### src/rtl/bsr_pkg.sv
// Purpose: Shared constants and types for the bus state and refresh control block.
// Assumes: One 40 MHz clock, synchronous active-high reset.
// Notes: Refresh intervals are counted in clock states.
package bsr_pkg;

	localparam int unsigned CLK_PERIOD_NS = 25;
	localparam logic [2:0] RESET_MIN_CYCLES = 3'h6;
	localparam logic [1:0] MEM_CYCLE_MIN_CLKS = 2'h3;
	localparam logic [1:0] REFRESH_CLKS = 2'h3;
	localparam logic [19:0] RESTART_ADDR = 20'h0_0000;
	localparam logic [6:0] INTERVAL_10 = 7'h0A;
	localparam logic [6:0] INTERVAL_20 = 7'h14;
	localparam logic [6:0] INTERVAL_40 = 7'h28;
	localparam logic [6:0] INTERVAL_80 = 7'h50;
	localparam logic [1:0] REFRESH_SEL_RESET = 2'h0;

	typedef enum logic [1:0] {
		BSR_ST_IDLE = 2'b00,
		BSR_ST_CYCLE = 2'b01,
		BSR_ST_REFRESH = 2'b10,
		BSR_ST_RELEASED = 2'b11
	} bsr_state_t;

	// Machine cycle request from the core
	typedef struct packed {
		logic start;
		logic long_cycle;
		logic wait_req;
	} bsr_cycle_t;

endpackage

### src/rtl/bsr_ctrl.sv
// Purpose: Bus state control: reset restart, bus exchange, refresh insertion.
// Assumes: Inputs synchronous to ref_clk; core starts cycles only when ready.
// Notes: Interval select is a plain input pair; no software registers.
//
// Contract
// RULE_01: Six-clock reset restarts at address zero.
// RULE_02: Other master holds request low while needed.
// RULE_03: Acknowledge low after buses are released.
// RULE_04: Grant only at machine cycle boundary.
// RULE_05: Memory/IO cycles three clocks plus waits.
// RULE_06: Selector picks 10/20/40/80 state spacing.
// RULE_07: Reset value gives ten-clock refresh interval.
// RULE_08: No refresh in reset, release, sleep, wait.
// RULE_09: Interval timer runs while bus released.
// RULE_10: Refresh due mid-cycle waits for cycle end.
`timescale 1ns/1ps
module bsr_ctrl (
	// Clock and control
	input wire logic ref_clk,
	input wire logic reset,
	input wire logic clk_en,
	// Reset pin and restart
	input wire logic reset_n_pin,
	output logic restart_q,
	output logic [19:0] restart_addr_q,
	// Bus exchange
	input wire logic alt_master_bus_request_n,
	output logic bus_grant_ack_n,
	output logic bus_release_q,
	// Core machine cycles
	input wire bsr_pkg::bsr_cycle_t cycle_in,
	input wire logic sleep_mode,
	output logic core_ready_q,
	output logic cycle_end_q,
	// Refresh
	input wire logic refresh_interval_sel_hi,
	input wire logic refresh_interval_sel_lo,
	output logic refresh_active_q
);
	import bsr_pkg::*;

	bsr_state_t state_q, state_d;
	logic [2:0] rst_cnt_q;
	logic [1:0] cyc_cnt_q;
	logic [6:0] tmr_q;
	logic pend_q;
	logic ack_n_q;
	logic [1:0] sel;
	logic [6:0] interval;
	logic tmr_wrap, cyc_done, boundary, want_bus, refresh_go, pend_d;

	// Interval decode from selector; reset value of selector gives ten states
	function automatic logic [6:0] interval_of(input logic [1:0] s);
		case (s)
			2'b00: interval_of = INTERVAL_10; // RULE_06
			2'b01: interval_of = INTERVAL_20;
			2'b10: interval_of = INTERVAL_40;
			default: interval_of = INTERVAL_80;
		endcase
	endfunction

	// Selector is forced to its reset value while reset pin is low
	assign sel = reset_n_pin ? {refresh_interval_sel_hi, refresh_interval_sel_lo}
		: REFRESH_SEL_RESET; // RULE_07
	assign interval = interval_of(sel);
	// Wrap at or past the end, so a shorter selection never lets the count run away
	assign tmr_wrap = (tmr_q >= interval - 7'h01);
	// A long cycle ends after three clocks unless a wait state holds it
	assign cyc_done = (state_q == BSR_ST_CYCLE) && !cycle_in.wait_req
		&& (cyc_cnt_q == MEM_CYCLE_MIN_CLKS - 2'h1); // RULE_05
	assign boundary = (state_q == BSR_ST_IDLE) || cyc_done; // RULE_04
	assign want_bus = !alt_master_bus_request_n; // RULE_02
	// Refresh never during reset, release, sleep or waits
	assign refresh_go = (pend_q || tmr_wrap) && boundary && !want_bus
		&& !sleep_mode && !cycle_in.wait_req && reset_n_pin; // RULE_08
	// Due refresh is held until the running cycle finishes
	assign pend_d = (state_q == BSR_ST_RELEASED) ? 1'b0
		: (refresh_go ? 1'b0 : (pend_q || tmr_wrap)); // RULE_10

	// Next state; bus goes away only on a boundary
	always_comb begin
		state_d = state_q;
		case (state_q)
			BSR_ST_IDLE, BSR_ST_CYCLE: begin
				if (state_q == BSR_ST_CYCLE && !cyc_done) begin
					state_d = BSR_ST_CYCLE;
				end else if (want_bus) begin
					state_d = BSR_ST_RELEASED; // RULE_04
				end else if (refresh_go) begin
					state_d = BSR_ST_REFRESH;
				end else if (cycle_in.start && cycle_in.long_cycle) begin
					state_d = BSR_ST_CYCLE;
				end else begin
					state_d = BSR_ST_IDLE;
				end
			end
			BSR_ST_REFRESH: begin
				if (cyc_cnt_q == REFRESH_CLKS - 2'h1) begin
					state_d = BSR_ST_IDLE;
				end
			end
			BSR_ST_RELEASED: begin
				if (!want_bus) begin
					state_d = BSR_ST_IDLE;
				end
			end
			default: state_d = BSR_ST_IDLE;
		endcase
	end

	// Reset pin qualifier: restart only after six low clocks
	always_ff @(posedge ref_clk) begin
		if (reset) begin
			rst_cnt_q <= 3'h0;
			restart_q <= 1'b0;
			restart_addr_q <= RESTART_ADDR;
		end else if (clk_en) begin
			if (!reset_n_pin) begin
				if (rst_cnt_q != RESET_MIN_CYCLES) begin
					rst_cnt_q <= rst_cnt_q + 3'h1;
				end
			end else begin
				rst_cnt_q <= 3'h0;
			end
			// Shorter pulses are glitches and are ignored
			restart_q <= reset_n_pin && (rst_cnt_q == RESET_MIN_CYCLES); // RULE_01
			restart_addr_q <= RESTART_ADDR; // RULE_01
		end
	end

	// Refresh timer free-runs, also while the bus is released
	always_ff @(posedge ref_clk) begin
		if (reset) begin
			tmr_q <= 7'h00;
			pend_q <= 1'b0;
		end else if (clk_en) begin
			if (!reset_n_pin || tmr_wrap) begin
				tmr_q <= 7'h00;
			end else begin
				tmr_q <= tmr_q + 7'h01; // RULE_09
			end
			pend_q <= reset_n_pin && pend_d;
		end
	end

	// Sequencer, cycle counter and registered outputs
	always_ff @(posedge ref_clk) begin
		if (reset) begin
			state_q <= BSR_ST_IDLE;
			cyc_cnt_q <= 2'h0;
			ack_n_q <= 1'b1;
			bus_release_q <= 1'b0;
			refresh_active_q <= 1'b0;
			core_ready_q <= 1'b0;
			cycle_end_q <= 1'b0;
		end else if (clk_en) begin
			if (!reset_n_pin) begin
				state_q <= BSR_ST_IDLE;
				cyc_cnt_q <= 2'h0;
			end else begin
				state_q <= state_d;
				// A long cycle straight after another restarts the count at its boundary
				if (state_d != state_q || state_q == BSR_ST_IDLE || cyc_done) begin
					cyc_cnt_q <= 2'h0;
				end else if (!cycle_in.wait_req || state_q == BSR_ST_REFRESH) begin
					if (cyc_cnt_q != 2'h3) begin
						cyc_cnt_q <= cyc_cnt_q + 2'h1;
					end
				end
			end
			// Release drives first; acknowledge follows one clock later
			bus_release_q <= reset_n_pin && (state_d == BSR_ST_RELEASED);
			ack_n_q <= !(bus_release_q && reset_n_pin
				&& state_d == BSR_ST_RELEASED); // RULE_03
			refresh_active_q <= reset_n_pin && (state_d == BSR_ST_REFRESH);
			core_ready_q <= reset_n_pin && (state_d == BSR_ST_IDLE);
			cycle_end_q <= reset_n_pin && cyc_done;
		end
	end

	assign bus_grant_ack_n = ack_n_q;
endmodule

### config.mk
export PLATFORM = sky130hd
export DESIGN_NAME = bsr_ctrl
export DESIGN_NICKNAME = d
export VERILOG_FILES = /design/src/rtl/bsr_pkg.sv /design/src/rtl/bsr_ctrl.sv
export SDC_FILE = /design/constraint.sdc
export NUM_CORES = 1
export LEC_CHECK = 0
export ABC_CLOCK_PERIOD_IN_PS = 7100
export BUFFER_PORTS_ARGS = -buffer_cell sky130_fd_sc_hd__buf_2
export CAP_MARGIN = 20
export CORE_MARGIN = 2
export CORE_UTILIZATION = 56
export DETAILED_ROUTE_END_ITERATION = 7
export PLACE_DENSITY = 0.9
export SLEW_MARGIN = 20
export SYNTH_ARGS = -nofsm -noshare
export SYNTH_HDL_FRONTEND = slang
export SYNTH_SLANG_ARGS = --single-unit
### constraint.sdc
create_clock -name ref_clk -period 7.1 [get_ports ref_clk]
set_clock_uncertainty 0.2 [all_clocks]
set_input_delay 1.065 -clock ref_clk [delete_from_list [all_inputs] [get_ports ref_clk]]
set_output_delay 1.065 -clock ref_clk [all_outputs]
set_load 0.05 [all_outputs]
After elaboration in Yosys (flattened, before gate mapping)
Index checks and enable logic that the tools add are counted.
Storage, ports and cells
  register bits after elaboration: 21
  output and inout port bits: 26
  input port bits: 11
Cells by class
  magnitude comparators: 1
  equality and inequality tests: 14
  reductions and logical operators: 35
  muxes and demuxes: 19
  add/subtract/negate cells: 4
Operators by type and width (number)
  $mux 2: 11
  $pmux 7 s3: 1
  $logic_and 1x1->1: 17
  $eq 2x2->1 const B: 6
  $add 7x1->7 const B: 1
  $ge 7x7->1: 1
  $mux 7: 1
  $sub 7x1->7 const B: 1
  $logic_not 2->1: 3
  $logic_or 1x1->1: 6
  $mux 3: 2
  $ne 3x1->1 const B: 2
  $pmux 2 s3: 1
  $logic_not 1->1: 5
  $eq 2x1->1 const B: 2
  $add 3x1->3 const B: 1
  $eq 3x3->1 const B: 1
  $mux 1: 3
  $ne 3x3->1 const B: 1
  $reduce_and 3->1: 1
  $add 2x1->2 const B: 1
  $ne 2x2->1: 1
  $ne 2x2->1 const B: 1
  $reduce_and 2->1: 1
  2 further kinds: 2

Logic depth before layout (Yosys ltp)
Gate-level depths: netlist of the first run.
  depth in word-level cells: 20
  mapped depth: 10
  depth with buffers taken out: 9

Worst setup path before layout of the first run
Ideal clock, no wire load.
  path type: input -> register
  start point: in reset_n_pin
  end point: reg ack_n_q (netlist: bus_grant_ack_n)
  stages on the path: 9
  arrival: 3.248 ns
  required time: 6.778 ns
  path buffers: 1
  setup time: 0.122 ns
  slack: 3.530 ns
  cells stage by stage: clkbuf_1 nand2_1 or2_2 ha_1 nand2_1 or4_4 a31o_4 a211o_1 o32a_1
Between the ends
  cells in the longest elaborated chain, start to end: 18
  elaborated cells on any way between the ends: 21
  those cells by class: 1 x add/sub; 1 x order compare; 3 x eq/ne; 6 x mux; 10 x reduce/logical
Ends and longest elaborated chain
  start: declaration: line bsr_ctrl.sv:23  | input wire logic reset_n_pin,
  $mux 2: line bsr_ctrl.sv:63  | assign sel = reset_n_pin ? {refresh_interval_sel_hi, refresh_interval_sel_lo}
  $eq 2x2->1 (tied with other cells): line bsr_ctrl.sv:54  | case (s)
  $pmux 7 s3: line bsr_ctrl.sv:54
  $sub 7x1->7: line bsr_ctrl.sv:67  | assign tmr_wrap = (tmr_q >= interval - 7'h01);
  $ge 7x7->1: line bsr_ctrl.sv:67
  $logic_or 1x1->1: line bsr_ctrl.sv:74  | assign refresh_go = (pend_q || tmr_wrap) && boundary && !want_bus
  $logic_and 1x1->1 (2 in a row): line bsr_ctrl.sv:74
  $logic_and 1x1->1 (3 in a row): line bsr_ctrl.sv:75  | && !sleep_mode && !cycle_in.wait_req && reset_n_pin;
  $mux 2: line bsr_ctrl.sv:89  | end else if (refresh_go) begin
  $mux 2: line bsr_ctrl.sv:87  | end else if (want_bus) begin
  $mux 2: line bsr_ctrl.sv:85  | if (state_q == BSR_ST_CYCLE && !cyc_done) begin
  $pmux 2 s3: line bsr_ctrl.sv:83  | case (state_q)
  $eq 2x2->1: line bsr_ctrl.sv:174  | && state_d == BSR_ST_RELEASED);
  $logic_and 1x1->1 *: line bsr_ctrl.sv:174
  $logic_not 1->1 *: line bsr_ctrl.sv:173  | ack_n_q <= !(bus_release_q && reset_n_pin
  end signal: assignment: line bsr_ctrl.sv:173
  end: declaration: line bsr_ctrl.sv:47  | logic ack_n_q;
Every way passes the cells marked *; elsewhere a longest branch is shown, timed or not.
A chain may end at the register's enable or synchronous reset.

Worst setup path after layout of the first run
Same ends and word-level chain as after synthesis.

==> results_dict.tcl, run 1 <==
set metrics [dict create \
    cts.sinks 21 \
    avgSynthCellArea_um2 7.95 \
    firstDrtPassIters 4 \
    drt_iter0_markers 20 \
    p_per_area_nw_per_um2 161 \
    arrival_ns 3.33 \
    cts_tree "yes" \
    num_rows 18 \
    final.setup.tns_ns 0 \
    crit_buf_inv 1 \
    setup_viol_count_final 0 \
    peakVddDrop_v 0.000134 \
    synth_edf_count 0 \
    crit_chain "buf_2 -> nand2_1 -> or2_2 -> ha_1 -> nand2_1 -> or4_4 -> a31o_4 -> a211o_1 -> o32a_1" \
    grt_pass1_wl_um 4330 \
    fp.dieH_um 54.1 \
    synthTopCellsByCount "dfxtp_1 (21), buf_4 (20), nor2_1 (20), nand2_1 (17), a21oi_1 (15)" \
    final_cell_count_no_fill 219 \
    yosys.area.top_type_share_pct 29.9 \
    power_mw 0.234 \
    hold_end "cyc_cnt_q[0]$_SDFFE_PP0P_" \
    dp.cells 215 \
    rr_endpoint "bus_grant_ack_n$_SDFFE_PP1P_" \
    final_area_um2 1450 \
    finalHoldViolCount 0 \
    drv_cap 0 \
    die_w_um 54.1 \
    period_share_pct 46.7 \
    grt_max_degree 18 \
    min_path_cells 2 \
    place_area_um2 1420 \
    insertion_delay_ns 0.31 \
    fin_nets 213 \
    vias 1164 \
    synth-simple-area-share_pct 21.2 \
    path_delay_family "simple AND/OR/NAND/NOR gates" \
    grt_pass1_vias 1060 \
    antenna_found_initial 0 \
    crit_fanout 13 \
    drive_above_1_share_pct 14.8 \
    fmax_mhz 301 \
    n_antenna_cell 0 \
    slew_viol_final 0 \
    ys_ff_latch 21 \
    synth.largest_area_cell "dfxtp_1" \
    path_clk_slew_ns 0.12 \
    min_path_type "flop to flop" \
    crit_type "primary input to flop" \
    crit_top_cell "nand2_1" \
    grt.total_usage_pct 20.0 \
    ff2ff_path_depth 6 \
    start_util_pct 57.9 \
    rrSetupSlack_ns 4.73 \
    core_um2 2430 \
    cp-start-kind "primary input" \
    period_needed_ns 3.32 \
    htreeDepth 1 \
    cp_slowest_cell "or4_4" \
    clockBufferDepth 2 \
    io_pins 37 \
    postCtsResizedCells 0 \
    synth_ff_type "dfxtp_1" \
    muxShareOfSynthArea_pct 0 \
    viasPerCell 5.32 \
    critPathRequiredTime_ns 7.12 \
    antenna_left 0 \
    cts_buffers 3 \
    cts_root_buffer "clkbuf_4" \
    wl_per_cell_um 11.5 \
    post-cts-setup-buffer-count 0 \
    portBuffers 16 \
    ys_types 38 \
    critical-path-max-stage-delay_ns 0.50 \
    ys_seq_area_share_pct 29.9 \
    rsz0062_at_grt "no" \
    yosys.area_share.xor_xnor_pct 3.11 \
    wirelength_um 2530 \
    syn_inst 177 \
    cp-end-kind "flop" \
    hpwlAfterDp_um 1940 \
    syn_to_final_growth_pct 3.02 \
    synthesis.area_um2 1410 \
    async_flop_share_pct 0 \
    synth_top_family_by_area "simple AND/OR/NAND/NOR gates" \
    grt_overflow 0 \
    synth_warnings 0 \
    cts_hold_buf 0 \
    dieArea_um2 2930 \
    yosys-top-cells-area "dfxtp_1 (30%), buf_4 (11%), ha_1 (11%)" \
    synth_fa_ha_area_share_pct 10.7 \
    min_from "cyc_cnt_q[0]$_SDFFE_PP0P_" \
    gp_congestion 0.775 \
    worstReg2RegStart "tmr_q[1]$_SDFFE_PP0P_" \
    status "finished, final reports clean" \
    synth_compound_area_share_pct 19.9 \
    p_leak_nw 0.644 \
    synthMostInstantiatedCell "dfxtp_1" \
    drc 0 \
]
[worst max-delay path by stage]
| stage | depth (start not counted) | to | slack, ns | start |
|---|---|---|---|---|
| 2_1_floorplan | 9 | bus_grant_ack_n$_SDFFE_PP1P_ | 3.53 | reset_n_pin |
| 3_3_place_gp | 9 | bus_grant_ack_n$_SDFFE_PP1P_ | 3.51 | reset_n_pin |
| 3_5_place_dp | 9 | bus_grant_ack_n$_SDFFE_PP1P_ | 3.47 | reset_n_pin |
| 4_1_cts | 9 | bus_grant_ack_n$_SDFFE_PP1P_ | 3.81 | reset_n_pin |
| 5_1_grt | 9 | bus_grant_ack_n$_SDFFE_PP1P_ | 3.69 | reset_n_pin |
| 6_report | 9 | bus_grant_ack_n$_SDFFE_PP1P_ | 3.78 | reset_n_pin |
[registers in the layout (all words and copies together), names as in the netlist]
register and cells:
bus_grant_ack_n 1, bus_release_q 1, core_ready_q 1, cyc_cnt_q 2, cycle_end_q 1, pend_q 1, refresh_active_q 1, restart_q 1
rst_cnt_q 3, state_q 2, tmr_q 7
[metal layers]
metal / vias to the layer above / share of wire, % / global-route usage, %
met1: 533 / 47 / 23.9
met4: 0 / 1.4 / 5.00
met2: 33 / 47 / 35.9
met3: 4 / 4.3 / 4.17
met5: - / 0 / 0
li1: 594 / - / -
[cell type report]
class,instances,area [um^2]
fill,219,982
multi-input combinational,139,848
sequential,21,420
timing repair buffer,16,80.1
tap,30,37.5
inverter,9,33.8
clock buffer,3,22.5
clock inverter,1,7.51
[worst register-to-register path, stage by stage, from the launching register on]
cell and delay [ns]:
dfxtp_1 0.36, ha_1 0.29, a211oi_1 0.07, or4_4 0.56
a31o_4 0.28, a211o_1 0.34, o32a_1 0.18
[where the power goes]
part | total [mW] | switching, mW | internal [mW]
Sequential | 0.123 | 0.00268 | 0.120
Clock | 0.0591 | 0.0376 | 0.0215
Combinational | 0.0519 | 0.0408 | 0.0111
[logic make-up (layout without fill, tap and decap cells)]
group / count (synthesis) / after routing
compound gates: 40 / 40
xor+xnor: 5 / 5
fa+ha+maj: 12 / 12
buf+inv: 36 / 29
flops: 21 / 21
other cells: 1 / 20
simple gates: 62 / 62
[layout by cell type, fill, tap and decap left out, types with 3 or more instances in the layout]
cell type / instances
a21oi_1: 15
buf_2: 16
clkbuf_4: 3
conb_1: 20
dfxtp_1: 21
ha_1: 12
inv_1: 9
nand2_1: 17
nand3_1: 5
nand4_1: 5
nor2_1: 20
nor2b_1: 5
o21ai_0: 6
xor2_1: 3
[per-stage QoR]
step	setup slack (ns)	util (%)	hold WS, ns
5_1_grt	3.69	59.6	0.328
6_report	3.78	59.6	0.288
3_3_place_gp	3.51	58.4	0.261
3_5_place_dp	3.47	58.4	0.274
2_1_floorplan	3.53	-	0.249
4_1_cts	3.81	59.6	0.293
(Power assumes the default switching activity.)
==> inputs of run 2 (changes only) <==
--- a/config.mk
+++ b/config.mk
@@ -5,13 +5,13 @@
 export SDC_FILE = /design/constraint.sdc
 export NUM_CORES = 1
 export LEC_CHECK = 0
-export ABC_CLOCK_PERIOD_IN_PS = 7100
+export ABC_CLOCK_PERIOD_IN_PS = 3300
 export BUFFER_PORTS_ARGS = -buffer_cell sky130_fd_sc_hd__buf_2
 export CAP_MARGIN = 20
 export CORE_MARGIN = 2
-export CORE_UTILIZATION = 56
+export CORE_UTILIZATION = 52
 export DETAILED_ROUTE_END_ITERATION = 7
-export PLACE_DENSITY = 0.9
+export PLACE_DENSITY = 0.85
 export SLEW_MARGIN = 20
 export SYNTH_ARGS = -nofsm -noshare
 export SYNTH_HDL_FRONTEND = slang
==> constraint.sdc (replaced) <==
create_clock -name ref_clk -period 3.3 [get_ports ref_clk]
set_clock_uncertainty 0.2 [all_clocks]
set_input_delay 0.495 -clock ref_clk [delete_from_list [all_inputs] [get_ports ref_clk]]
set_output_delay 0.495 -clock ref_clk [all_outputs]
set_load 0.05 [all_outputs]
==> run 2 against run 1 <==
  * Die area rose by 7.1%
  * Via count is 0.77% higher
  * Power up 120%
  * Final area is 0.52% higher
  * Largest cell class unchanged
==> results_dict.tcl, run 2 (same netlist as run 1, synthesis figures left out) <==
set metrics [dict create \
    p_int_mw 0.329 \
    dp.cells 216 \
    num_rows 18 \
    htreeDepth 1 \
    grt_overflow 0 \
    period_share_pct 79.2 \
    arrival_ns 2.62 \
    crit_chain "buf_2 -> buf_4 -> o21ai_0 -> ha_1 -> a211oi_1 -> or4_4 -> a31o_4 -> a211o_1 -> o32a_1" \
    postCtsResizedCells 0 \
    portBuffers 16 \
    vias 1173 \
    min_path_type "flop to flop" \
    slew_viol_final 0 \
    post-cts-setup-buffer-count 0 \
    wl_per_cell_um 11.6 \
    regMostFlops "tmr_q" \
    power_switching_mw 0.175 \
    fp.dieH_um 56.0 \
    critPathRequiredTime_ns 3.31 \
    final.setup.tns_ns 0 \
    n_antenna_cell 0 \
    power_mw 0.503 \
    firstDrtPassIters 4 \
    wirelength_um 2560 \
    largest_reg_flops 7 \
    grt_max_degree 18 \
    dieArea_um2 3140 \
    critical-path-max-stage-delay_ns 0.56 \
    cts_tree "yes" \
    syn_to_final_growth_pct 3.56 \
    period_needed_ns 2.61 \
    fmax_mhz 383 \
    p_leak_nw 0.649 \
    fin_nets 214 \
    register_area_um2 420 \
    clockBufferDepth 2 \
    drv_cap 0 \
    finalHoldViolCount 0 \
    insertion_delay_ns 0.31 \
    antenna_found_initial 0 \
    rsz0062_at_grt "no" \
    fillers 240 \
    cts_buffers 3 \
    grt_pass1_vias 1017 \
    fin_hold_ws_ns 0.284 \
    die_w_um 56.0 \
    cp-end-kind "flop" \
    crit_type "primary input to flop" \
    final_cell_count_no_fill 220 \
    reg.largest.list "tmr_q x7, rst_cnt_q x3" \
    cp-start-kind "primary input" \
    viasPerCell 5.33 \
    cts_hold_buf 0 \
    cts.sinks 21 \
    setup_viol_count_final 0 \
    p_per_area_nw_per_um2 345 \
    status "finished, final reports clean" \
    peakVddDrop_v 0.000271 \
    grt_pass1_wl_um 4360 \
    path_clk_slew_ns 0.12 \
    core_um2 2520 \
    clkPwrFrac_pct 25.5 \
    crit_buf_inv 2 \
    final_common_cell "dfxtp_1" \
    p_comb_share_pct 22.2 \
    io_pins 37 \
    start_util_pct 55.8 \
    mostFrequentLayoutCells "dfxtp_1 (21), nor2_1 (20), conb_1 (20)" \
    switching_share_pct 34.7 \
    drt_iter0_markers 16 \
    seqPwrFrac_pct 52.3 \
    hpwlAfterDp_um 1950 \
    path_delay_family "compound AO/OA/AOI/OAI gates" \
    cts_root_buffer "clkbuf_4" \
    grt.total_usage_pct 16.9 \
    antenna_left 0 \
    gp_congestion 0.778 \
    crit_fanout 11 \
    drc 0 \
    drive_above_1_share_pct 15.3 \
    multiInputGateArea_um2 848 \
    cp_slowest_cell "or4_4" \
]
## run 2: cell count changes in the layout (fill, tap and decap cells not counted)
| cell | change |
|---|---|
| buf_4 | +1 |
## run 2: final cells by class
class | instances | area share (%)
Clock buffer | 3 | 1.55
Clock inverter | 1 | 0.515
Inverter | 9 | 2.32
Multi-Input combinational cell | 139 | 58.2
Sequential cell | 21 | 28.8
Tap cell | 30 | 2.58
Timing Repair Buffer | 17 | 6.01
## run 2: final timing paths
| check | start | slack (ns) | depth (start not counted) | to |
|---|---|---|---|---|
| max | reset_n_pin | 0.69 | 9 | bus_grant_ack_n$_SDFFE_PP1P_ |
| min | pend_q$_SDFFE_PP0P_ | 0.28 | 2 | pend_q$_SDFFE_PP0P_ |
| max reg2reg | tmr_q[1]$_SDFFE_PP0P_ | 0.93 | 6 | bus_grant_ack_n$_SDFFE_PP1P_ |
| min reg2reg | pend_q$_SDFFE_PP0P_ | 0.28 | 2 | pend_q$_SDFFE_PP0P_ |
## run 2: worst reg2reg max path, delay by kind of cell, from the launching register on
family	cells	cell delay [ns]
flops	1	0.37
fa+ha+maj	1	0.29
simple gates	1	0.56
compound gates	4	0.86
## run 2: power by group through the flow
stage	logic [mW]	registers [mW]	clock network (mW)
after floorplan	0.111	0.270	0
after global placement	0.110	0.269	0
after detailed placement	0.111	0.269	0
after CTS	0.111	0.264	0.135
after global routing	0.121	0.265	0.144
final	0.112	0.264	0.128
## run 2: metrics by stage
stage          instance area [um^2]  util [%]  setup slack, ns
2_1_floorplan                  1480         -            0.300
3_3_place_gp                   1430      56.6            0.382
3_5_place_dp                   1430      56.6            0.355
4_1_cts                        1460      57.8            0.696
5_1_grt                        1460      57.8            0.591
6_report                       1460      57.8            0.688
## run 2: metal layers
metal	vias to the layer above	GRT usage [%]	wire, um
met5	-	0	0
met4	0	4.76	9
met3	2	4.65	150
met2	37	28.2	1250
met1	536	21.2	1140
li1	598	-	-
